## src/verilog/ucc_pkg.sv

```systemverilog
// package for the uart channel command and status block
// assumes word-addressed register access over an avalon-mm slave
package ucc_pkg;
  // ==========================================================
  // register word indices (byte address is four times these)
  localparam logic [2:0] REG_CMD = 3'h0;
  localparam logic [2:0] REG_STATUS = 3'h1;
  localparam logic [2:0] REG_RXDATA = 3'h2;
  localparam logic [2:0] REG_TXDATA = 3'h3;
  localparam logic [2:0] REG_CONFIG = 3'h4;
  localparam logic [2:0] REG_IFLAGS = 3'h5;
  localparam logic [2:0] REG_RESUME = 3'h6;
  localparam logic [2:0] REG_STOP = 3'h7;
  // ==========================================================
  // command field and codes
  localparam int CMD_LSB = 3;
  localparam logic [4:0] CMD_NOP = 5'h00;
  localparam logic [4:0] CMD_RST_RX = 5'h02;
  localparam logic [4:0] CMD_RST_TX = 5'h03;
  localparam logic [4:0] CMD_RST_ERR = 5'h04;
  localparam logic [4:0] CMD_RST_BRKCHG = 5'h05;
  localparam logic [4:0] CMD_BRK_START = 5'h06;
  localparam logic [4:0] CMD_BRK_STOP = 5'h07;
  localparam logic [4:0] CMD_RTS_ON = 5'h08;
  localparam logic [4:0] CMD_RTS_OFF = 5'h09;
  localparam logic [4:0] CMD_TMO_ON = 5'h0a;
  localparam logic [4:0] CMD_TMO_OFF = 5'h0c;
  localparam logic [4:0] CMD_BLOCK_ERR = 5'h0d;
  localparam logic [4:0] CMD_SEND_RESUME = 5'h10;
  localparam logic [4:0] CMD_SEND_STOP = 5'h11;
  localparam logic [4:0] CMD_GWR_RESUME = 5'h12;
  localparam logic [4:0] CMD_GWR_STOP = 5'h13;
  localparam logic [4:0] CMD_GLD_RESUME = 5'h14;
  localparam logic [4:0] CMD_GLD_STOP = 5'h15;
  localparam logic [4:0] CMD_HOST_RESUME = 5'h16;
  localparam logic [4:0] CMD_HOST_STOP = 5'h17;
  localparam logic [4:0] CMD_CANCEL_FLOW = 5'h18;
  localparam logic [4:0] CMD_RST_ADDR = 5'h1b;
  localparam logic [4:0] CMD_CLR_REGS = 5'h1e;
  localparam logic [4:0] CMD_RST_DEV = 5'h1f;
  // ==========================================================
  // config bits, flag bit, defaults
  localparam int CFG_RX_EN = 0;
  localparam int CFG_TX_EN = 1;
  localparam int CFG_PARITY = 2;
  localparam int CFG_WAKEUP = 3;
  localparam int CFG_RTS_SEL = 4;
  localparam int CFG_W = 5;
  localparam int IFLAG_BRK_CHANGE = 2;
  localparam logic [7:0] RESUME_DEFAULT = 8'h11;
  localparam logic [7:0] STOP_DEFAULT = 8'h13;
  localparam logic [1:0] MARK_EDGES = 2'h2;
  // ==========================================================
  // carriers
  typedef struct packed {
    logic [7:0] data;
    logic stop_ok;
    logic parity_ok;
    logic addr_bit;
  } ucc_rx_char_s;
  typedef struct packed {
    logic brk;
    logic fe;
    logic pe;
    logic [7:0] data;
  } ucc_entry_s;
  typedef struct packed {
    logic load_resume;
    logic load_stop;
    logic wr_resume;
    logic wr_stop;
    logic [7:0] data;
  } ucc_gang_s;
endpackage
```

## src/verilog/ucc_channel.sv

```systemverilog
// one uart channel: command decoder, status register, rx/tx queues
// assumes receiver, transmitter and gang partners run on ref_clk
//
// How it works
// - command is bits 7:3; 00000 nothing, 00010 resets receiver, 00011 transmitter
// - gang and device-reset codes decoded only in channel a
// - 00100 clears errors, 00101 clears break change, 00110/00111 start/stop break
// - 01000 drives request_to_send_n low, 01001 high, on aux pin two or one
// - 01010 turns time-out mode on, 01100 off
// - 01101 accumulates block error status at push time
// - send resume/stop chars, cancel pending one, host stop and resume
// - channel a arms gang writes and gang-loads resume/stop registers
// - 11011 clears address status, 11110 clears registers, 11111 resets device
// - status bits: break, framing, parity, overrun, tx empty, tx ready, rx full, rx ready
// - break takes one entry; entries blocked until two marking 1x edges
// - break change flag set at break start and at break end
// - mid-character break counts only once a whole zero character arrives
// - missing stop bit at its middle sample marks a framing fault
// - parity fault from wrong parity, or address bit in wake-up mode
// - overrun on arrival with queue full and hold busy; old hold lost
// - tx empty set after last stop with empty queue; cleared on load or disable
// - tx ready clears on load, sets when last char moves to shifter
// - tx ready low while disabled, set on enable; disabled loads dropped
// - rx full set when queue fills, clears when a read frees one
// - with a held char, rx full survives the first read
// - rx ready set on push, clears when a read empties the queue
// - reset-error command clears the four error bits together
// - gang load writes 11 and 13 hex into resume and stop registers
//
// Added by the designer: the placing of the registers and the Avalon-MM slave port.
`timescale 1ns/100ps
module ucc_channel
  import ucc_pkg::*;
#(
  parameter int RX_DEPTH = 16,
  parameter int TX_DEPTH = 16
) (
  input wire logic ref_clk,
  input wire logic nrst,
  input wire logic [2:0] avs_address,
  input wire logic avs_read,
  input wire logic avs_write,
  input wire logic [31:0] avs_writedata,
  output logic [31:0] avs_readdata,
  output logic avs_waitrequest,
  input wire logic is_channel_a,
  input wire logic chip_reset_in,
  input wire ucc_gang_s gang_in,
  output ucc_gang_s gang_out,
  output logic device_reset_req,
  input wire logic rx_push,
  input wire ucc_rx_char_s rx_char,
  input wire logic rxd,
  input wire logic rx_clk1x_edge,
  output logic [7:0] tx_char,
  output logic tx_char_valid,
  input wire logic tx_take,
  input wire logic tx_done,
  input wire logic tx_flow_taken,
  output logic tx_break,
  output logic aux_pin_one,
  output logic aux_pin_two,
  output logic timeout_mode,
  output logic block_err_mode,
  output logic send_resume,
  output logic send_stop,
  output logic host_stop,
  output logic addr_recog_clear,
  output logic break_change
);
  localparam int RAW = $clog2(RX_DEPTH);
  localparam int TAW = $clog2(TX_DEPTH);
  localparam logic [RAW:0] RX_FULL_CNT = (RAW+1)'(RX_DEPTH);
  localparam logic [TAW:0] TX_FULL_CNT = (TAW+1)'(TX_DEPTH);

  initial begin
    if (RX_DEPTH < 2 || (1 << RAW) != RX_DEPTH || TX_DEPTH < 2 || (1 << TAW) != TX_DEPTH) begin
      $error("queue depths must be powers of two, at least 2");
    end
  end

  // ==========================================================
  // reset release and soft reset
  logic rst_meta_n, rst_n, rxd_meta, rxd_s;
  always_ff @(posedge ref_clk or negedge nrst) begin
    if (!nrst) begin
      rst_meta_n <= 1'b0;
      rst_n <= 1'b0;
    end else begin
      rst_meta_n <= 1'b1;
      rst_n <= rst_meta_n;
    end
  end
  always_ff @(posedge ref_clk or negedge rst_n) begin
    if (!rst_n) begin
      rxd_meta <= 1'b1;
      rxd_s <= 1'b1;
    end else begin
      rxd_meta <= rxd;
      rxd_s <= rxd_meta;
    end
  end
  logic soft_rst;
  assign soft_rst = chip_reset_in | device_reset_req;

  // ==========================================================
  // avalon slave: one wait cycle, then the access is taken
  logic ack, rd_acc, wr_acc, cmd_wr;
  logic [4:0] cmd;
  assign avs_waitrequest = (avs_read | avs_write) & ~ack;
  assign rd_acc = avs_read & ack;
  assign wr_acc = avs_write & ack;
  assign cmd_wr = wr_acc && avs_address == REG_CMD;
  assign cmd = avs_writedata[CMD_LSB+4:CMD_LSB];

  function automatic logic is_cmd(input logic [4:0] code);
    return cmd_wr && cmd == code;
  endfunction

  // global codes need channel a, otherwise treated as reserved
  logic glob_ok;
  assign glob_ok = is_channel_a;

  // ==========================================================
  // control levels written by commands
  logic [CFG_W-1:0] cfg;
  logic rts_n, tx_en, rx_en;
  assign rx_en = cfg[CFG_RX_EN];
  assign tx_en = cfg[CFG_TX_EN];
  always_ff @(posedge ref_clk or negedge rst_n) begin
    if (!rst_n) begin
      cfg <= '0;
    end else if (soft_rst || is_cmd(CMD_CLR_REGS)) begin
      cfg <= '0;
    end else if (wr_acc && avs_address == REG_CONFIG) begin
      cfg <= avs_writedata[CFG_W-1:0];
    end else if (is_cmd(CMD_RST_RX)) begin
      cfg[CFG_RX_EN] <= 1'b0;
    end else if (is_cmd(CMD_RST_TX)) begin
      cfg[CFG_TX_EN] <= 1'b0;
    end
  end

  always_ff @(posedge ref_clk or negedge rst_n) begin
    if (!rst_n) begin
      rts_n <= 1'b1;
      timeout_mode <= 1'b0;
      host_stop <= 1'b0;
      tx_break <= 1'b0;
    end else if (soft_rst) begin
      rts_n <= 1'b1;
      timeout_mode <= 1'b0;
      host_stop <= 1'b0;
      tx_break <= 1'b0;
    end else if (cmd_wr) begin
      unique case (cmd)
        CMD_RTS_ON: rts_n <= 1'b0;
        CMD_RTS_OFF: rts_n <= 1'b1;
        CMD_TMO_ON: timeout_mode <= 1'b1;
        CMD_TMO_OFF: timeout_mode <= 1'b0;
        CMD_HOST_STOP: host_stop <= 1'b1;
        CMD_HOST_RESUME: host_stop <= 1'b0;
        CMD_BRK_START: tx_break <= tx_en;
        CMD_BRK_STOP, CMD_RST_TX: tx_break <= 1'b0;
        default: ;
      endcase
    end
  end
  // pin select in config picks which aux pin carries the handshake
  assign aux_pin_one = cfg[CFG_RTS_SEL] ? rts_n : 1'b1;
  assign aux_pin_two = cfg[CFG_RTS_SEL] ? 1'b1 : rts_n;

  // pending flow characters, dropped by cancel if not yet taken
  always_ff @(posedge ref_clk or negedge rst_n) begin
    if (!rst_n) begin
      send_resume <= 1'b0;
      send_stop <= 1'b0;
    end else if (soft_rst || is_cmd(CMD_CANCEL_FLOW) || is_cmd(CMD_RST_TX)) begin
      send_resume <= 1'b0;
      send_stop <= 1'b0;
    end else begin
      send_resume <= is_cmd(CMD_SEND_RESUME) | (send_resume & ~tx_flow_taken);
      send_stop <= is_cmd(CMD_SEND_STOP) | (send_stop & ~tx_flow_taken);
    end
  end

  // ==========================================================
  // one-cycle strobes: gang, device reset, address status clear
  logic gwr_resume_arm, gwr_stop_arm, resume_wr, stop_wr;
  logic [7:0] resume_char, stop_char;
  assign resume_wr = wr_acc && avs_address == REG_RESUME;
  assign stop_wr = wr_acc && avs_address == REG_STOP;
  always_ff @(posedge ref_clk or negedge rst_n) begin
    if (!rst_n) begin
      gang_out <= '0;
      device_reset_req <= 1'b0;
      addr_recog_clear <= 1'b0;
      gwr_resume_arm <= 1'b0;
      gwr_stop_arm <= 1'b0;
    end else begin
      device_reset_req <= is_cmd(CMD_RST_DEV) & glob_ok;
      addr_recog_clear <= is_cmd(CMD_RST_ADDR);
      gang_out.load_resume <= is_cmd(CMD_GLD_RESUME) & glob_ok;
      gang_out.load_stop <= is_cmd(CMD_GLD_STOP) & glob_ok;
      gang_out.wr_resume <= resume_wr & gwr_resume_arm;
      gang_out.wr_stop <= stop_wr & gwr_stop_arm;
      gang_out.data <= avs_writedata[7:0];
      if (soft_rst || resume_wr) begin
        gwr_resume_arm <= 1'b0;
      end else if (is_cmd(CMD_GWR_RESUME) && glob_ok) begin
        gwr_resume_arm <= 1'b1;
      end
      if (soft_rst || stop_wr) begin
        gwr_stop_arm <= 1'b0;
      end else if (is_cmd(CMD_GWR_STOP) && glob_ok) begin
        gwr_stop_arm <= 1'b1;
      end
    end
  end

  always_ff @(posedge ref_clk or negedge rst_n) begin
    if (!rst_n) begin
      resume_char <= '0;
      stop_char <= '0;
    end else if (soft_rst || is_cmd(CMD_CLR_REGS)) begin
      resume_char <= '0;
      stop_char <= '0;
    end else begin
      if (resume_wr) begin
        resume_char <= avs_writedata[7:0];
      end else if ((is_cmd(CMD_GLD_RESUME) && glob_ok) || gang_in.load_resume) begin
        resume_char <= RESUME_DEFAULT;
      end else if (gang_in.wr_resume) begin
        resume_char <= gang_in.data;
      end
      if (stop_wr) begin
        stop_char <= avs_writedata[7:0];
      end else if ((is_cmd(CMD_GLD_STOP) && glob_ok) || gang_in.load_stop) begin
        stop_char <= STOP_DEFAULT;
      end else if (gang_in.wr_stop) begin
        stop_char <= gang_in.data;
      end
    end
  end

  // ==========================================================
  // receive queue with a one-entry hold for the shift register
  ucc_entry_s rq [RX_DEPTH];
  ucc_entry_s hold, next_hold, q_wd, new_ent;
  logic [RAW-1:0] rwp, rrp;
  logic [RAW:0] rcnt, next_rcnt;
  logic hold_v, next_hold_v, q_we, ovr_ev, pop, push_ev, is_break, brk_inhibit, rx_rst;
  logic rx_full, rx_ready;
  assign rx_rst = soft_rst | is_cmd(CMD_RST_RX);
  assign pop = rd_acc && avs_address == REG_RXDATA && rcnt != '0;
  // only a whole all-zero frame with no stop bit is a break
  assign is_break = rx_char.data == 8'h00 && !rx_char.stop_ok;
  assign push_ev = rx_push & rx_en & ~brk_inhibit;
  assign new_ent.brk = is_break;
  assign new_ent.fe = ~rx_char.stop_ok;
  assign new_ent.pe = cfg[CFG_WAKEUP] ? rx_char.addr_bit : cfg[CFG_PARITY] & ~rx_char.parity_ok;
  assign new_ent.data = rx_char.data;

  always_comb begin
    next_rcnt = rcnt;
    next_hold_v = hold_v;
    next_hold = hold;
    q_we = 1'b0;
    q_wd = hold;
    ovr_ev = 1'b0;
    if (pop) begin
      next_rcnt = rcnt - 1'b1;
    end
    if (hold_v && pop) begin
      q_we = 1'b1;
      next_rcnt = next_rcnt + 1'b1;
      next_hold_v = 1'b0;
    end
    if (push_ev) begin
      if (!q_we && next_rcnt < RX_FULL_CNT) begin
        q_we = 1'b1;
        q_wd = new_ent;
        next_rcnt = next_rcnt + 1'b1;
      end else begin
        ovr_ev = next_hold_v;
        next_hold_v = 1'b1;
        next_hold = new_ent;
      end
    end
  end

  always_ff @(posedge ref_clk) begin
    if (q_we) begin
      rq[rwp] <= q_wd;
    end
  end

  always_ff @(posedge ref_clk or negedge rst_n) begin
    if (!rst_n) begin
      rcnt <= '0;
      rwp <= '0;
      rrp <= '0;
      hold_v <= 1'b0;
      hold <= '0;
      rx_full <= 1'b0;
      rx_ready <= 1'b0;
    end else if (rx_rst) begin
      rcnt <= '0;
      rwp <= '0;
      rrp <= '0;
      hold_v <= 1'b0;
      rx_full <= 1'b0;
      rx_ready <= 1'b0;
    end else begin
      rcnt <= next_rcnt;
      rwp <= rwp + RAW'(q_we);
      rrp <= rrp + RAW'(pop);
      hold_v <= next_hold_v;
      hold <= next_hold;
      rx_full <= next_rcnt == RX_FULL_CNT;
      rx_ready <= next_rcnt != '0;
    end
  end

  // break end: two successive 1x edges with the line marking
  logic [1:0] mark_cnt;
  logic brk_end;
  assign brk_end = brk_inhibit && rx_clk1x_edge && rxd_s && mark_cnt == MARK_EDGES - 2'h1;
  always_ff @(posedge ref_clk or negedge rst_n) begin
    if (!rst_n) begin
      brk_inhibit <= 1'b0;
      mark_cnt <= '0;
    end else if (rx_rst) begin
      brk_inhibit <= 1'b0;
      mark_cnt <= '0;
    end else if (push_ev && is_break) begin
      brk_inhibit <= 1'b1;
      mark_cnt <= '0;
    end else if (brk_inhibit && rx_clk1x_edge) begin
      mark_cnt <= rxd_s ? mark_cnt + 2'h1 : 2'h0;
      if (brk_end) begin
        brk_inhibit <= 1'b0;
      end
    end
  end

  always_ff @(posedge ref_clk or negedge rst_n) begin
    if (!rst_n) begin
      break_change <= 1'b0;
    end else if (soft_rst) begin
      break_change <= 1'b0;
    end else begin
      break_change <= (break_change & ~is_cmd(CMD_RST_BRKCHG)) | (push_ev & is_break) | brk_end;
    end
  end

  // ==========================================================
  // error accumulation: at head by default, at push in block mode
  logic head_acc;
  logic [3:0] err, err_set;
  always_comb begin
    err_set = {3'b000, ovr_ev};
    if (block_err_mode) begin
      if (q_we) begin
        err_set[3:1] = {q_wd.brk, q_wd.fe, q_wd.pe};
      end
    end else if (rcnt != '0 && !head_acc) begin
      err_set[3:1] = {rq[rrp].brk, rq[rrp].fe, rq[rrp].pe};
    end
  end

  always_ff @(posedge ref_clk or negedge rst_n) begin
    if (!rst_n) begin
      head_acc <= 1'b0;
      block_err_mode <= 1'b0;
      err <= '0;
    end else if (rx_rst) begin
      head_acc <= 1'b0;
      block_err_mode <= 1'b0;
      err <= '0;
    end else begin
      head_acc <= pop ? 1'b0 : (rcnt != '0);
      block_err_mode <= block_err_mode | is_cmd(CMD_BLOCK_ERR);
      err <= (is_cmd(CMD_RST_ERR) ? 4'h0 : err) | err_set;
    end
  end

  // ==========================================================
  // transmit queue
  logic [7:0] tq [TX_DEPTH];
  logic [TAW-1:0] twp, trp;
  logic [TAW:0] tcnt;
  logic load, take, tx_en_d, tx_ready, tx_empty, tx_rst;
  assign tx_rst = soft_rst | is_cmd(CMD_RST_TX);
  assign load = wr_acc && avs_address == REG_TXDATA && tx_en && tcnt != TX_FULL_CNT;
  assign take = tx_take & tx_char_valid;
  assign tx_char = tq[trp];
  assign tx_char_valid = tcnt != '0 && tx_en && !host_stop && !tx_break;

  always_ff @(posedge ref_clk) begin
    if (load) begin
      tq[twp] <= avs_writedata[7:0];
    end
  end

  always_ff @(posedge ref_clk or negedge rst_n) begin
    if (!rst_n) begin
      tcnt <= '0;
      twp <= '0;
      trp <= '0;
      tx_en_d <= 1'b0;
      tx_ready <= 1'b0;
      tx_empty <= 1'b0;
    end else if (tx_rst || !tx_en) begin
      tcnt <= '0;
      twp <= '0;
      trp <= '0;
      tx_en_d <= 1'b0;
      tx_ready <= 1'b0;
      tx_empty <= 1'b0;
    end else begin
      tcnt <= tcnt + (TAW+1)'(load) - (TAW+1)'(take);
      twp <= twp + TAW'(load);
      trp <= trp + TAW'(take);
      tx_en_d <= 1'b1;
      if (load) begin
        tx_ready <= 1'b0;
      end else if (!tx_en_d || (take && tcnt == (TAW+1)'(1))) begin
        tx_ready <= 1'b1;
      end
      if (load) begin
        tx_empty <= 1'b0;
      end else if (tx_done && tcnt == '0) begin
        tx_empty <= 1'b1;
      end
    end
  end

  // ==========================================================
  // read data
  logic [7:0] status;
  assign status = {err, tx_empty, tx_ready, rx_full, rx_ready};
  always_ff @(posedge ref_clk or negedge rst_n) begin
    if (!rst_n) begin
      ack <= 1'b0;
      avs_readdata <= '0;
    end else begin
      ack <= (avs_read | avs_write) & ~ack;
      avs_readdata <= '0;
      if (avs_read && !ack) begin
        unique case (avs_address)
          REG_STATUS: avs_readdata[7:0] <= status;
          REG_RXDATA: avs_readdata[7:0] <= rcnt != '0 ? rq[rrp].data : 8'h00;
          REG_CONFIG: avs_readdata[CFG_W-1:0] <= cfg;
          REG_IFLAGS: avs_readdata[IFLAG_BRK_CHANGE] <= break_change;
          REG_RESUME: avs_readdata[7:0] <= resume_char;
          REG_STOP: avs_readdata[7:0] <= stop_char;
          default: ;
        endcase
      end
    end
  end
endmodule

```

## config.mk

```make
export PLATFORM = sky130hd
export DESIGN_NAME = ucc_channel
export DESIGN_NICKNAME = d
export VERILOG_FILES = /design/src/verilog/ucc_pkg.sv /design/src/verilog/ucc_channel.sv
export SDC_FILE = /design/constraint.sdc
export NUM_CORES = 1
export LEC_CHECK = 0
export BUFFER_PORTS_ARGS = -buffer_cell sky130_fd_sc_hd__buf_2
export CAP_MARGIN = 20
export CORE_MARGIN = 4
export CORE_UTILIZATION = 47
export CTS_CLUSTER_DIAMETER = 40
export DETAILED_ROUTE_END_ITERATION = 10
export GPL_ROUTABILITY_DRIVEN = 0
export PLACE_DENSITY_LB_ADDON = 0.08
export SETUP_SLACK_MARGIN = 0.15
export SYNTH_ARGS = -nofsm -noshare
export SYNTH_HDL_FRONTEND = slang
export SYNTH_SLANG_ARGS = --single-unit
```

## constraint.sdc

```tcl
create_clock -name ref_clk -period 4.91 [get_ports ref_clk]
set_input_delay 0.2455 -clock ref_clk [delete_from_list [all_inputs] [get_ports ref_clk]]
set_output_delay 0.2455 -clock ref_clk [all_outputs]
set_load 0.02 [all_outputs]
```

# == Word level (Yosys, flattened, before mapping) ==
# Memory sizes are Yosys's and may differ from the RTL's.
# Index checks and enable logic that the tools add are counted.
# W data, S select, Z words.
# word_totals
reg_bits,109
ramBits,304
in_bits,70
out_inout_bits,65
n_memories,2
# memory_table
memory,words,width,rd,rd_ports_with_merged_regs,wr,line_no,text
rq,16,11,1,0,1,ucc_channel.sv:248,ucc_entry_s rq [RX_DEPTH];
tq,16,8,1,0,1,ucc_channel.sv:390,logic [7:0] tq [TX_DEPTH];
# classes
addsub,10
order_cmp,1
n_eq_ne,35
mux,92
n_bitwise,34
n_reduce_logical,89
# op_table
operator,n
$mux W8,10
$eq A5 B5 Y1 const B,13
$mux W1,50
$logic_and A1 B1 Y1,42
$mux W5,7
$reduce_bool A3 Y1,10
$eq A5 B4 Y1 const B,5
$mux W4,6
$mux W11,2
$eq A5 B3 Y1 const B,4
$pmux W2 S5,2
$add A4 B1 Y4,4
$and A1 B1 Y1,16
$reduce_bool A5 Y1,3
$eq A3 B3 Y1 const B,4
$mux W3,4
$pmux W3 S4,1
$reduce_and A2 Y1,6
$add A5 B1 Y5 const B,2
$eq A5 B2 Y1 const B,2
$mux W2,5
$logic_or A1 B1 Y1,9
$or A1 B1 Y1,9
$logic_not A1 Y1,8
other kinds (22),37

# == Depth between registers and ports, before layout ==
# Gate-level depths: netlist of the first run.
# logic_depth
word_depth,14
depth_mapped,17
depth_no_buf,17

# == Least setup slack after synthesis of the first run ==
# OpenSTA, ideal clock, no wires.
# synth_path
path_type,register to register
from,reg rcnt[0]
to,reg rx_full
t_arrival_ns,3.188
setup_slack_ns,1.602
stages_incl_launch_ff,16
n_path_buf,0
synth_period_minus_slack_ns,3.308
path_cell_list,dfrtp_1 > clkinv_1 > ha_1 > or3b_4 > or2_4 > nand3_2 > inv_2 > xnor2_1 > ha_1 > and3b_1 > o211ai_1 > mux2i_1 > nor3b_2 > a21oi_1 > nor2_2 > and4_1
# synth_between
elab_chain_len,11
elab_cells_between_ends,16
classes_between,add/sub (3); order compare (1); eq/ne (1); mux (6); reduce/logical (5)
# synth_rtl
element,line_no,text
from (decl),ucc_channel.sv:251,"logic [RAW:0] rcnt, next_rcnt;"
from (signal assigned),ucc_channel.sv:315,rcnt <= next_rcnt;
branches (longest 8 deep; another with $sub A5 B1 Y5),n/a,
$mux W5 *,ucc_channel.sv:279,if (push_ev) begin
$eq A5 B5 Y1 *,ucc_channel.sv:320,rx_full <= next_rcnt == RX_FULL_CNT;
$mux W1 *,ucc_channel.sv:307,end else if (rx_rst) begin
to (signal assigned),ucc_channel.sv:305,rx_full <= 1'b0;
to (signal assigned),ucc_channel.sv:312,rx_full <= 1'b0;
to (signal assigned),ucc_channel.sv:320,
to (decl),ucc_channel.sv:253,"logic rx_full, rx_ready;"
# Mark *: on every way between the ends.
# A chain may end at the register's enable or synchronous reset.

# == Final worst setup path of the first run ==
# Ends and elaborated chain as after synthesis.

==> results.py, run 1 <==
metrics = {
    "synthesis": {
        "async_set_or_reset_flop_fraction_in_the_synthesized_netlist_pct": 26.39,
        "yosys.cell_count.top_type": "sky130_fd_sc_hd__edfxtp_1",
        "yosys.cell_types.count": 72,
        "synthesis.instances": 1100,
        "synth.avg_cell_area_um2": 15.89,
        "yosys-top-cells-count": "sky130_fd_sc_hd__edfxtp_1 (304), sky130_fd_sc_hd__dfrtp_1 (106), sky130_fd_sc_hd__mux4_2 (95), sky130_fd_sc_hd__nor2_1 (95), sky130_fd_sc_hd__nand2_1 (68)",
        "mappedNetlistArea_um2": 17480,
        "post-synth-top-area-cell": "sky130_fd_sc_hd__edfxtp_1",
        "yosys.area.top_type_share_pct": 52.21,
        "synth-seq-area-share_pct": 67.84,
        "synth-main-ff-cell": "sky130_fd_sc_hd__edfxtp_1",
        "yosys_warnings": 0,
        "synth.area.top_cells": "sky130_fd_sc_hd__edfxtp_1 (52%), sky130_fd_sc_hd__dfrtp_1 (15%), sky130_fd_sc_hd__mux4_2 (12%)",
        "synth_edf_count": 304,
        "synth-seq-cells": 413,
    },
    "placement": {
        "io_buffer_count": 86,
        "dpl.cell_count": 1633,
        "hpwlAfterDp_mm": 26.61,
    },
    "finish": {
        "multiInputGateArea_um2": 5214,
        "nNetsFinal": 1334,
        "nFillCells": 2916,
        "antenna-diode-count": 0,
        "layoutNonFillerInstCount": 1760,
        "layout-area-overhead-vs-synth_pct": 18.41,
        "seq_area_um2": 11870,
        "drive_gt1_share_pct": 27.63,
    },
    "pwr": {
        "internal-power_w": 0.006548,
        "netSwitchingPower_w": 0.001718,
        "total_leakage_power_nw": 7.810,
        "power_frac_comb_pct": 2.6,
        "sw_frac_of_total_pct": 20.78,
        "power_density_nw_per_um2": 399.3,
        "ir_worst_vdd_mv": 0.2508,
        "pwr-share-seq_pct": 45.5,
        "p_clk_share_pct": 51.9,
    },
    "cts": {
        "cts_tree": "built",
        "clk_pin_slew_ns": 0.06,
        "clock_insertion_delay_worst_skew_ns": 0.59,
        "cts_resized": 0,
        "post-cts-setup-buffer-count": 0,
        "max-clock-path-buffers": 3,
        "clk_root_buffer_cell": "sky130_fd_sc_hd__clkbuf_16",
        "htree_num_levels": 2,
        "cts_num_sinks": 413,
        "cts_made_buffers": 55,
    },
    "grt": {
        "globalRoute.totalOverflow": 0,
        "via_count_of_the_first_global_routing_pass": 10160,
        "grt_pass1_wl_mm": 63.02,
        "antenna_found_initial": 0,
        "grt_usage_pct": 20.48,
        "grt_start_max_net_pins": 77,
    },
    "sta": {
        "slew_headroom_pct": 28.63,
        "worst-slew-pin-transition_ns": 1.062,
        "final-hold-violation-count": 0,
        "clock-skew-final_ns": 0.02326,
        "max_freq_mhz": 268.3,
        "setup-violations-final": 0,
        "grt_setup_unrepaired": "no",
        "slew_viol_final": 0,
        "finalCriticalPeriod_ns": 3.727,
        "setup_tns_ns": 0,
        "layout_worst_path_cycle_share_pct": 75.91,
    },
    "floorplanning": {
        "chipHeight_um": 200.9,
        "initial_utilization_pct": 47.75,
        "floorplan.die_area_um2": 40350,
        "floorplan.rows": 70,
        "dieWidth_um": 200.9,
        "ios": 135,
        "core_area_um2": 36610,
    },
    "detailed_routing": {
        "route.antenna.remaining_nets": 0,
        "via_density": 5.659,
        "first_iter_violations": 764,
        "routed_wire_length_per_instance_um": 23.11,
        "route.final.wire_length_mm": 40.68,
        "dr_drc_count": 0,
        "detailroute.via_count": 9959,
        "drt-pass1-iter-count": 7,
    },
    "status": {
        "result_of_the_run": "complete, no violations",
    },
    "critical_path": {
        "worstPathCellList": "clkinv_1 -> ha_1 -> or3b_4 -> or2_4 -> nand3_2 -> inv_2 -> xnor2_1 -> ha_1 -> and3b_1 -> o211ai_1 -> mux2i_1 -> nor3b_2 -> a21oi_1 -> nor2_2 -> and4_1",
        "timing.critical_path.slowest_stage_cell": "sky130_fd_sc_hd__mux2i_1",
        "cp_slowest_stage_delay_ns": 0.47,
        "critPathMostFrequentCell": "sky130_fd_sc_hd__ha_1",
        "worstSetupStartpointType": "register",
        "critical_path_data_required_time_ns": 5.38,
        "critPathMaxFanout": 7,
        "timing.setup.critical_path_class": "register to register",
        "critPathCaptureType": "register",
        "cp_data_arrival_time_ns": 4.20,
    },
    "hold_path": {
        "timing.hold.worst.class": "primary input to register",
    },
    "flow_run": {
        "drv_cap": 0,
    },
}
==> worst paths after layout <==
path	slack [ns]	start	cells past startpoint	to
hold reg to reg	0.29	rst_n	0	gang_out[2]
min in group asynchronous	0.29	rst_n	0	gang_out[2]
setup / recovery	1.18	rcnt[0]	15	rx_full
max in group asynchronous	3.49	rst_n	2	rrp[1]
hold / removal	0.02	avs_writedata[0]	1	gang_out[0]
setup reg to reg	1.18	rcnt[0]	15	rx_full
==> cell usage in the layout, fill, tap and decap left out, types with 5 or more instances in the layout <==
master / count
sky130_fd_sc_hd__buf_2: 87
sky130_fd_sc_hd__clkbuf_1: 5
sky130_fd_sc_hd__mux2_2: 9
sky130_fd_sc_hd__dfrtp_1: 102
sky130_fd_sc_hd__ha_1: 18
sky130_fd_sc_hd__a21oi_1: 55
sky130_fd_sc_hd__dlygate4sd3_1: 20
sky130_fd_sc_hd__conb_1: 25
sky130_fd_sc_hd__nand3_1: 18
sky130_fd_sc_hd__mux2i_1: 15
sky130_fd_sc_hd__bufinv_16: 10
sky130_fd_sc_hd__and3_1: 5
sky130_fd_sc_hd__nand2_1: 68
sky130_fd_sc_hd__clkbuf_8: 6
sky130_fd_sc_hd__nor2_1: 95
sky130_fd_sc_hd__nor3_1: 42
sky130_fd_sc_hd__inv_6: 8
sky130_fd_sc_hd__xor2_1: 6
sky130_fd_sc_hd__and2_1: 14
sky130_fd_sc_hd__xnor2_1: 13
sky130_fd_sc_hd__buf_4: 36
sky130_fd_sc_hd__edfxtp_1: 304
sky130_fd_sc_hd__clkinvlp_4: 5
sky130_fd_sc_hd__clkbuf_16: 56
sky130_fd_sc_hd__inv_1: 20
sky130_fd_sc_hd__nand3b_1: 8
sky130_fd_sc_hd__nor4_1: 6
sky130_fd_sc_hd__nor3_2: 5
sky130_fd_sc_hd__mux4_2: 95
sky130_fd_sc_hd__a31oi_1: 8
sky130_fd_sc_hd__nand2b_1: 13
sky130_fd_sc_hd__o21ai_0: 16
sky130_fd_sc_hd__clkinv_4: 6
==> state kept, by name, summed over array words and instances, names as in the netlist, 5 cells and up <==
signal and count:
stop_char 8, rcnt 5, resume_char 8, rq 176, hold 11, avs_readdata 8
tcnt 5, gang_out 12, cfg 5, tq 128
==> kinds of logic (layout without fill, tap and decap cells) <==
kind of cell             Yosys count  in the layout  synth area share (%)
AO/OA/AOI/OAI                    120            120                 4.537
XOR/XNOR                          19             19                0.9518
adder cells (fa/ha/maj)           19             19                 1.403
buffers and inverters            101            270                 2.977
flip-flops                       413            413                 67.84
multiplexers                     119            119                 13.68
other                              2             25               0.04296
AND/OR/NAND/NOR                  307            307                 8.574
==> layout make-up <==
cell class                      count  share of cell area [%]
Sequential cell                   413                   57.33
Multi-Input combinational cell    609                   25.19
Clock buffer                       67                   7.259
Timing Repair Buffer              144                   4.473
Tap cell                          468                   2.829
Clock inverter                     37                   2.526
Inverter                           22                  0.3989
==> routing by layer <==
metal	share of wire [%]	vias up	global-route usage (%)
met2	50	256	34.07
met3	4.0	56	3.328
met1	44	5142	28.42
met5	0	-	0
li1	-	4505	-
met4	2.0	0	5.629
==> power by group through the flow <==
stage | logic [W] | clock network [W] | registers [W]
6_report | 0.000211 | 0.00429 | 0.00376
5_1_grt | 0.000231 | 0.00455 | 0.00376
4_1_cts | 0.000201 | 0.00437 | 0.00377
3_5_place_dp | 0.000188 | 0 | 0.00384
3_3_place_gp | 0.000186 | 0 | 0.00384
2_1_floorplan | 0.000109 | 0 | 0.00384
==> worst max-delay path, delay by kind of cell, from the launching register on <==
family                     cells  cell delay [ns]
buffers and inverters          2             0.22
muxes                          1             0.47
AOI/OAI and AO/OA              2             0.45
adders and majority gates      2             0.50
xor gates and xnor gates       1             0.13
and+or+nand+nor                7             1.43
DFF                            1             0.41
==> per-stage QoR <==
step	power (W)	util, %	hold slack (ns)	setup WS [ns]	instance area [um2]
4_1_cts	0.008347	56.46	0.002236	1.173	20670
6_report	0.008266	56.54	0.02102	1.183	20700
3_5_place_dp	0.004029	50.38	0.03377	1.163	18440
3_3_place_gp	0.004026	50.38	0.03200	1.220	18440
5_1_grt	0.008546	56.54	0.02115	0.9030	20700
2_1_floorplan	0.003952	-	-0.05009	1.602	17570
==> timing repair <==
action	4_1_cts	5_1_grt
endpoints found under the hold margin	20	0
endpoints found under the setup margin	0	0
hold buffers	20	0
(Power assumes the default switching activity.)
==> inputs of run 2 (changes only) <==
- clock period: 4.91 -> 3.2 ns (I/O delays scaled with it)
==> results.py, run 2 (synthesis results as in run 1) <==
metrics = {
    "critical_path": {
        "timing.reg2reg.worst_path_depth": 15,
        "critPathLaunch": "rcnt[1]",
        "r2r-start": "rcnt[1]",
        "timing.setup.critical_path_class": "register to register",
        "regToRegSetupSlack_ns": 0.08,
        "critical_path_endpoint": "rx_ready",
        "crit-reg2reg-capture": "rx_ready",
        "worstSetupStartpointType": "register",
        "critPathMaxFanout": 5,
        "critPathCaptureType": "register",
        "cp_data_arrival_time_ns": 3.56,
        "critical_path_data_required_time_ns": 3.64,
    },
    "floorplanning": {
        "floorplan.rows": 70,
        "chipHeight_um": 200.9,
        "dieWidth_um": 200.9,
        "ios": 135,
        "floorplan.die_area_um2": 40350,
        "initial_utilization_pct": 47.75,
        "core_area_um2": 36610,
    },
    "finish": {
        "layout-area-overhead-vs-synth_pct": 21.57,
        "seq_area_um2": 11870,
        "antenna-diode-count": 0,
        "top_register": "rq",
        "final_core_util_pct": 58.06,
        "stdcell_area_um2": 21250,
        "nFillCells": 2889,
        "most_frequent_cells_in_the_layout": "sky130_fd_sc_hd__edfxtp_1 (304), sky130_fd_sc_hd__dfrtp_1 (102), sky130_fd_sc_hd__buf_4 (96)",
        "multiInputGateArea_um2": 5306,
        "max_reg_flops": 176,
        "nNetsFinal": 1409,
        "layout.cells.most_common": "sky130_fd_sc_hd__edfxtp_1",
        "drive_gt1_share_pct": 31.74,
        "largestRegisters": "rq x176, tq x128, gang_out x12",
    },
    "detailed_routing": {
        "via_density": 5.564,
        "routed_wire_length_per_instance_um": 23.07,
        "detailroute.via_count": 10190,
        "route.final.wire_length_mm": 42.26,
        "first_iter_violations": 594,
        "dr_drc_count": 0,
        "drt-pass1-iter-count": 5,
        "route.antenna.remaining_nets": 0,
    },
    "placement": {
        "worst_setup_slack_before_clock_tree_synthesis_ns": -0.01318,
        "io_buffer_count": 86,
        "hpwlAfterDp_mm": 28.32,
        "placement.cell_area_um2": 18940,
    },
    "hold_path": {
        "timing.hold.worst.class": "primary input to register",
    },
    "grt": {
        "grt-busiest-layer": "met2",
        "via_count_of_the_first_global_routing_pass": 10510,
        "globalRoute.totalOverflow": 0,
        "grt_start_max_net_pins": 82,
        "antenna_found_initial": 0,
        "grt.met1_usage_pct": 28.06,
        "global_route_track_usage_on_met3_pct": 3.457,
        "grt_usage_pct": 21.04,
        "grt_pass1_wl_mm": 64.65,
        "gr-usage-met2_pct": 35.98,
    },
    "sta": {
        "slew_viol_final": 0,
        "fin_ws_ns": 0.07953,
        "worst-slew-pin-transition_ns": 0.9983,
        "max_freq_mhz": 320.5,
        "clock-skew-final_ns": 0.01805,
        "finalCriticalPeriod_ns": 3.120,
        "grt_setup_unrepaired": "yes",
        "final-hold-violation-count": 0,
        "slew_headroom_pct": 33.20,
        "setup-violations-final": 0,
        "layout_worst_path_cycle_share_pct": 97.51,
    },
    "cts": {
        "htree_num_levels": 2,
        "cts_tree": "built",
        "cts_made_buffers": 54,
        "clock_insertion_delay_worst_skew_ns": 0.59,
        "clk_pin_slew_ns": 0.06,
        "max-clock-path-buffers": 3,
        "cts_num_sinks": 413,
        "clk_root_buffer_cell": "sky130_fd_sc_hd__clkbuf_16",
    },
    "pwr": {
        "power_density_nw_per_um2": 572.2,
        "ir_worst_vdd_mv": 0.5114,
        "total_leakage_power_nw": 8.118,
    },
    "flow_run": {
        "drv_cap": 0,
    },
    "status": {
        "result_of_the_run": "complete, no violations",
    },
}
## run 2: timing repair
action | CTS | global route
setup buffers | 6 | 3
endpoints found under the setup margin | 2 | 75
pin swaps | 6 | 8
hold buffers | 32 | 0
gates resized for setup | 4 | 13
cloned | 0 | 0
endpoints found under the hold margin | 54 | 0
## run 2: worst min path at each step
stage	endpoint	startpoint	cells past startpoint
3_5_place_dp	rst_meta_n	nrst	1
5_1_grt	gang_out[3]	avs_writedata[3]	2
4_1_cts	resume_char[3]	gang_in[3]	5
2_1_floorplan	rst_meta_n	nrst	0
3_3_place_gp	rst_meta_n	nrst	1
6_report	resume_char[3]	gang_in[3]	5
## run 2: area by class of cell
class | instances | area share [%]
Tap cell | 468 | 2.755
Clock inverter | 38 | 2.049
Timing Repair Buffer | 220 | 7.441
Inverter | 22 | 0.4062
Clock buffer | 62 | 6.546
Sequential cell | 413 | 55.84
Multi-Input combinational cell | 609 | 24.97
## run 2: metrics by stage
step	cells	total power (W)	setup TNS [ns]	hold WS [ns]
2_1_floorplan	1123	0.006064	0	-0.1356
3_5_place_dp	1690	0.006196	-0.01318	-0.04911
5_1_grt	1832	0.01256	-0.1528	0.02402
4_1_cts	1828	0.01229	0	0.005059
3_3_place_gp	1690	0.006192	0	-0.04953
6_report	1832	0.01216	0	0.03284
## run 2: routing by layer
layer,share of wire [%],vias to the layer above
met5,0,-
met4,2.5,0
met3,5.0,69
met2,51,281
met1,41,5197
li1,-,4646
## run 2: critical path: stages (launching register included)
cell and delay, ns:
sky130_fd_sc_hd__dfrtp_1 0.38, sky130_fd_sc_hd__inv_2 0.08, sky130_fd_sc_hd__ha_4 0.13, sky130_fd_sc_hd__or3b_4 0.37, sky130_fd_sc_hd__or2_4 0.25, sky130_fd_sc_hd__nand3_4 0.10
sky130_fd_sc_hd__inv_4 0.05, sky130_fd_sc_hd__xnor2_2 0.12, sky130_fd_sc_hd__ha_2 0.19, sky130_fd_sc_hd__and3b_1 0.16, sky130_fd_sc_hd__o211ai_1 0.23, sky130_fd_sc_hd__mux2i_2 0.25
sky130_fd_sc_hd__buf_6 0.16, sky130_fd_sc_hd__nor3_2 0.05, sky130_fd_sc_hd__xnor2_1 0.30, sky130_fd_sc_hd__a41oi_2 0.14
## run 2: power by group
group / switching, W / internal [W]
clock network: 0.00232 / 0.00371
registers: 0.0000233 / 0.00575
logic: 0.000239 / 0.000113
total: 0.00258 / 0.00958
==> inputs of run 3 (changes only) <==
- PLACE_DENSITY: unset -> 0.65
- PLACE_DENSITY_LB_ADDON: 0.08 -> unset
==> results.py, run 3 (synthesis results as in run 1) <==
metrics = {
    "cts": {
        "clk_pin_slew_ns": 0.05,
        "cts_num_sinks": 413,
        "clk_root_buffer_cell": "sky130_fd_sc_hd__clkbuf_16",
        "cts_made_buffers": 55,
        "clock_insertion_delay_worst_skew_ns": 0.59,
        "cts_tree": "built",
        "max-clock-path-buffers": 3,
        "htree_num_levels": 2,
    },
    "grt": {
        "grt_start_max_net_pins": 65,
        "grt_usage_pct": 20.69,
        "grt_pass1_wl_mm": 64.46,
        "grt-busiest-layer": "met2",
        "antenna_found_initial": 0,
        "globalRoute.totalOverflow": 0,
        "gr-usage-met2_pct": 33.31,
        "grt.met1_usage_pct": 28.74,
        "global_route_track_usage_on_met3_pct": 4.023,
        "via_count_of_the_first_global_routing_pass": 10570,
    },
    "finish": {
        "top_register": "rq",
        "layout.cells.most_common": "sky130_fd_sc_hd__edfxtp_1",
        "nFillCells": 2820,
        "multiInputGateArea_um2": 5284,
        "max_reg_flops": 176,
        "layout-area-overhead-vs-synth_pct": 21.49,
        "nNetsFinal": 1399,
        "largestRegisters": "rq x176, tq x128, gang_out x12",
        "final_core_util_pct": 58.02,
        "antenna-diode-count": 0,
        "drive_gt1_share_pct": 30.90,
        "seq_area_um2": 11870,
        "most_frequent_cells_in_the_layout": "sky130_fd_sc_hd__edfxtp_1 (304), sky130_fd_sc_hd__dfrtp_1 (102), sky130_fd_sc_hd__mux4_2 (95)",
    },
    "critical_path": {
        "worstSetupStartpointType": "register",
        "critPathMaxFanout": 5,
        "timing.setup.critical_path_class": "register to register",
        "cp_data_arrival_time_ns": 3.66,
        "critPathCaptureType": "register",
        "critical_path_data_required_time_ns": 3.67,
    },
    "sta": {
        "clock-skew-final_ns": 0.01200,
        "final-hold-violation-count": 0,
        "grt_setup_unrepaired": "yes",
        "worst-slew-pin-transition_ns": 1.112,
        "slew_viol_final": 0,
        "max_freq_mhz": 313.4,
        "fin_hold_ws_ns": 0.02688,
        "finalCriticalPeriod_ns": 3.191,
        "setup-violations-final": 0,
        "slew_headroom_pct": 25.59,
        "layout_worst_path_cycle_share_pct": 99.71,
    },
    "pwr": {
        "power_density_nw_per_um2": 581.8,
        "design_power_total_w": 0.01236,
        "ir_worst_vdd_mv": 0.4215,
        "total_leakage_power_nw": 8.101,
    },
    "hold_path": {
        "timing.hold.worst.class": "primary input to register",
    },
    "detailed_routing": {
        "drt-pass1-iter-count": 5,
        "route.antenna.remaining_nets": 0,
        "via_density": 5.639,
        "first_iter_violations": 800,
        "route.final.wire_length_mm": 41.23,
        "detailroute.via_count": 10290,
        "routed_wire_length_per_instance_um": 22.60,
        "dr_drc_count": 0,
    },
    "placement": {
        "io_buffer_count": 86,
        "hpwlAfterDp_mm": 27.43,
    },
    "floorplanning": {
        "dieWidth_um": 200.9,
        "chipHeight_um": 200.9,
        "floorplan.rows": 70,
        "initial_utilization_pct": 47.75,
        "floorplan.die_area_um2": 40350,
        "ios": 135,
        "core_area_um2": 36610,
    },
    "status": {
        "result_of_the_run": "complete, no violations",
    },
    "flow_run": {
        "drv_cap": 0,
    },
}
run 3: cell count changes in the layout (fill, tap and decap cells not counted), moves of 2 or more:
cell                            change
sky130_fd_sc_hd__clkbuf_1           -2
sky130_fd_sc_hd__buf_12             +2
sky130_fd_sc_hd__nand2_1            +3
sky130_fd_sc_hd__buf_4             -15
sky130_fd_sc_hd__clkinv_2           -2
sky130_fd_sc_hd__clkinvlp_4         -6
sky130_fd_sc_hd__clkinv_4           +2
sky130_fd_sc_hd__dlygate4sd3_1      +3
sky130_fd_sc_hd__nand2_2            -3
sky130_fd_sc_hd__clkbuf_16          +3
sky130_fd_sc_hd__inv_8              +2
sky130_fd_sc_hd__inv_6              +6
run 3: report_power, final:
part | total, W | switching (W) | internal [W]
Sequential | 0.00578 | 0.0000296 | 0.00575
Combinational | 0.000340 | 0.000229 | 0.000111
Clock | 0.00624 | 0.00241 | 0.00382
Total | 0.0124 | 0.00267 | 0.00969
run 3: metal layers:
layer | wire [um] | part of all wire, % | vias to the layer above
li1 | - | - | 4644
met3 | 2663 | 6.5 | 69
met1 | 17140 | 42 | 5234
met2 | 20340 | 49 | 338
met4 | 1077 | 2.6 | 0
met5 | 0 | 0 | -
run 3: stage by stage:
| step | cells | worst slack (ns) | TNS (ns) | instance area (um2) |
|---|---|---|---|---|
| 2_1_floorplan | 1123 | 0.05465 | 0 | 17600 |
| 3_3_place_gp | 1677 | 0.02843 | 0 | 18870 |
| 3_5_place_dp | 1677 | -0.03342 | -0.03531 | 18870 |
| 4_1_cts | 1817 | 0.05768 | 0 | 21150 |
| 5_1_grt | 1824 | -0.1203 | -0.2313 | 21240 |
| 6_report | 1824 | 0.009369 | 0 | 21240 |
run 3: layout make-up:
type / instances / share of cell area, %
sequential: 413 / 55.87
clock buffer: 63 / 6.869
inverter: 22 / 0.4065
clock inverter: 40 / 2.103
timing repair buffer: 209 / 7.116
tap: 468 / 2.757
multi-input combinational: 609 / 24.88
run 3: worst max-delay path: stages, from the launching register on:
cell,delay (ns)
sky130_fd_sc_hd__dfrtp_1,0.38
sky130_fd_sc_hd__clkinv_2,0.07
sky130_fd_sc_hd__ha_4,0.13
sky130_fd_sc_hd__or3b_4,0.37
sky130_fd_sc_hd__or2_4,0.28
sky130_fd_sc_hd__nand3_4,0.11
sky130_fd_sc_hd__inv_4,0.05
sky130_fd_sc_hd__xnor2_2,0.12
sky130_fd_sc_hd__ha_2,0.19
sky130_fd_sc_hd__and3b_1,0.16
sky130_fd_sc_hd__o211ai_1,0.22
sky130_fd_sc_hd__mux2i_2,0.31
sky130_fd_sc_hd__buf_4,0.19
sky130_fd_sc_hd__nor3b_4,0.05
sky130_fd_sc_hd__a21oi_2,0.19
sky130_fd_sc_hd__nor2_2,0.05
sky130_fd_sc_hd__and4_1,0.21
run 3: path summary, 6_finish.rpt:
check	startpoint	endpoint	slack (ns)	cells past startpoint
worst max-delay path	rcnt[0]	rx_full	0.009	16
worst min-delay path	gang_in[7]	resume_char[7]	0.03	5
worst max register to register	rcnt[0]	rx_full	0.009	16
worst min register to register	rst_meta_n	rst_n	0.35	0
max in group asynchronous	rst_n	rrp[1]	1.77	1
min in group asynchronous	nrst	rst_n	0.42	3
run 3: repair_timing:
item,4_1_cts,5_1_grt
pin swaps,9,4
endpoints found under the setup margin,11,32
hold buffers,35,0
cloned,0,0
endpoints found under the hold margin,48,0
gates resized for setup,4,8
setup buffers,2,5
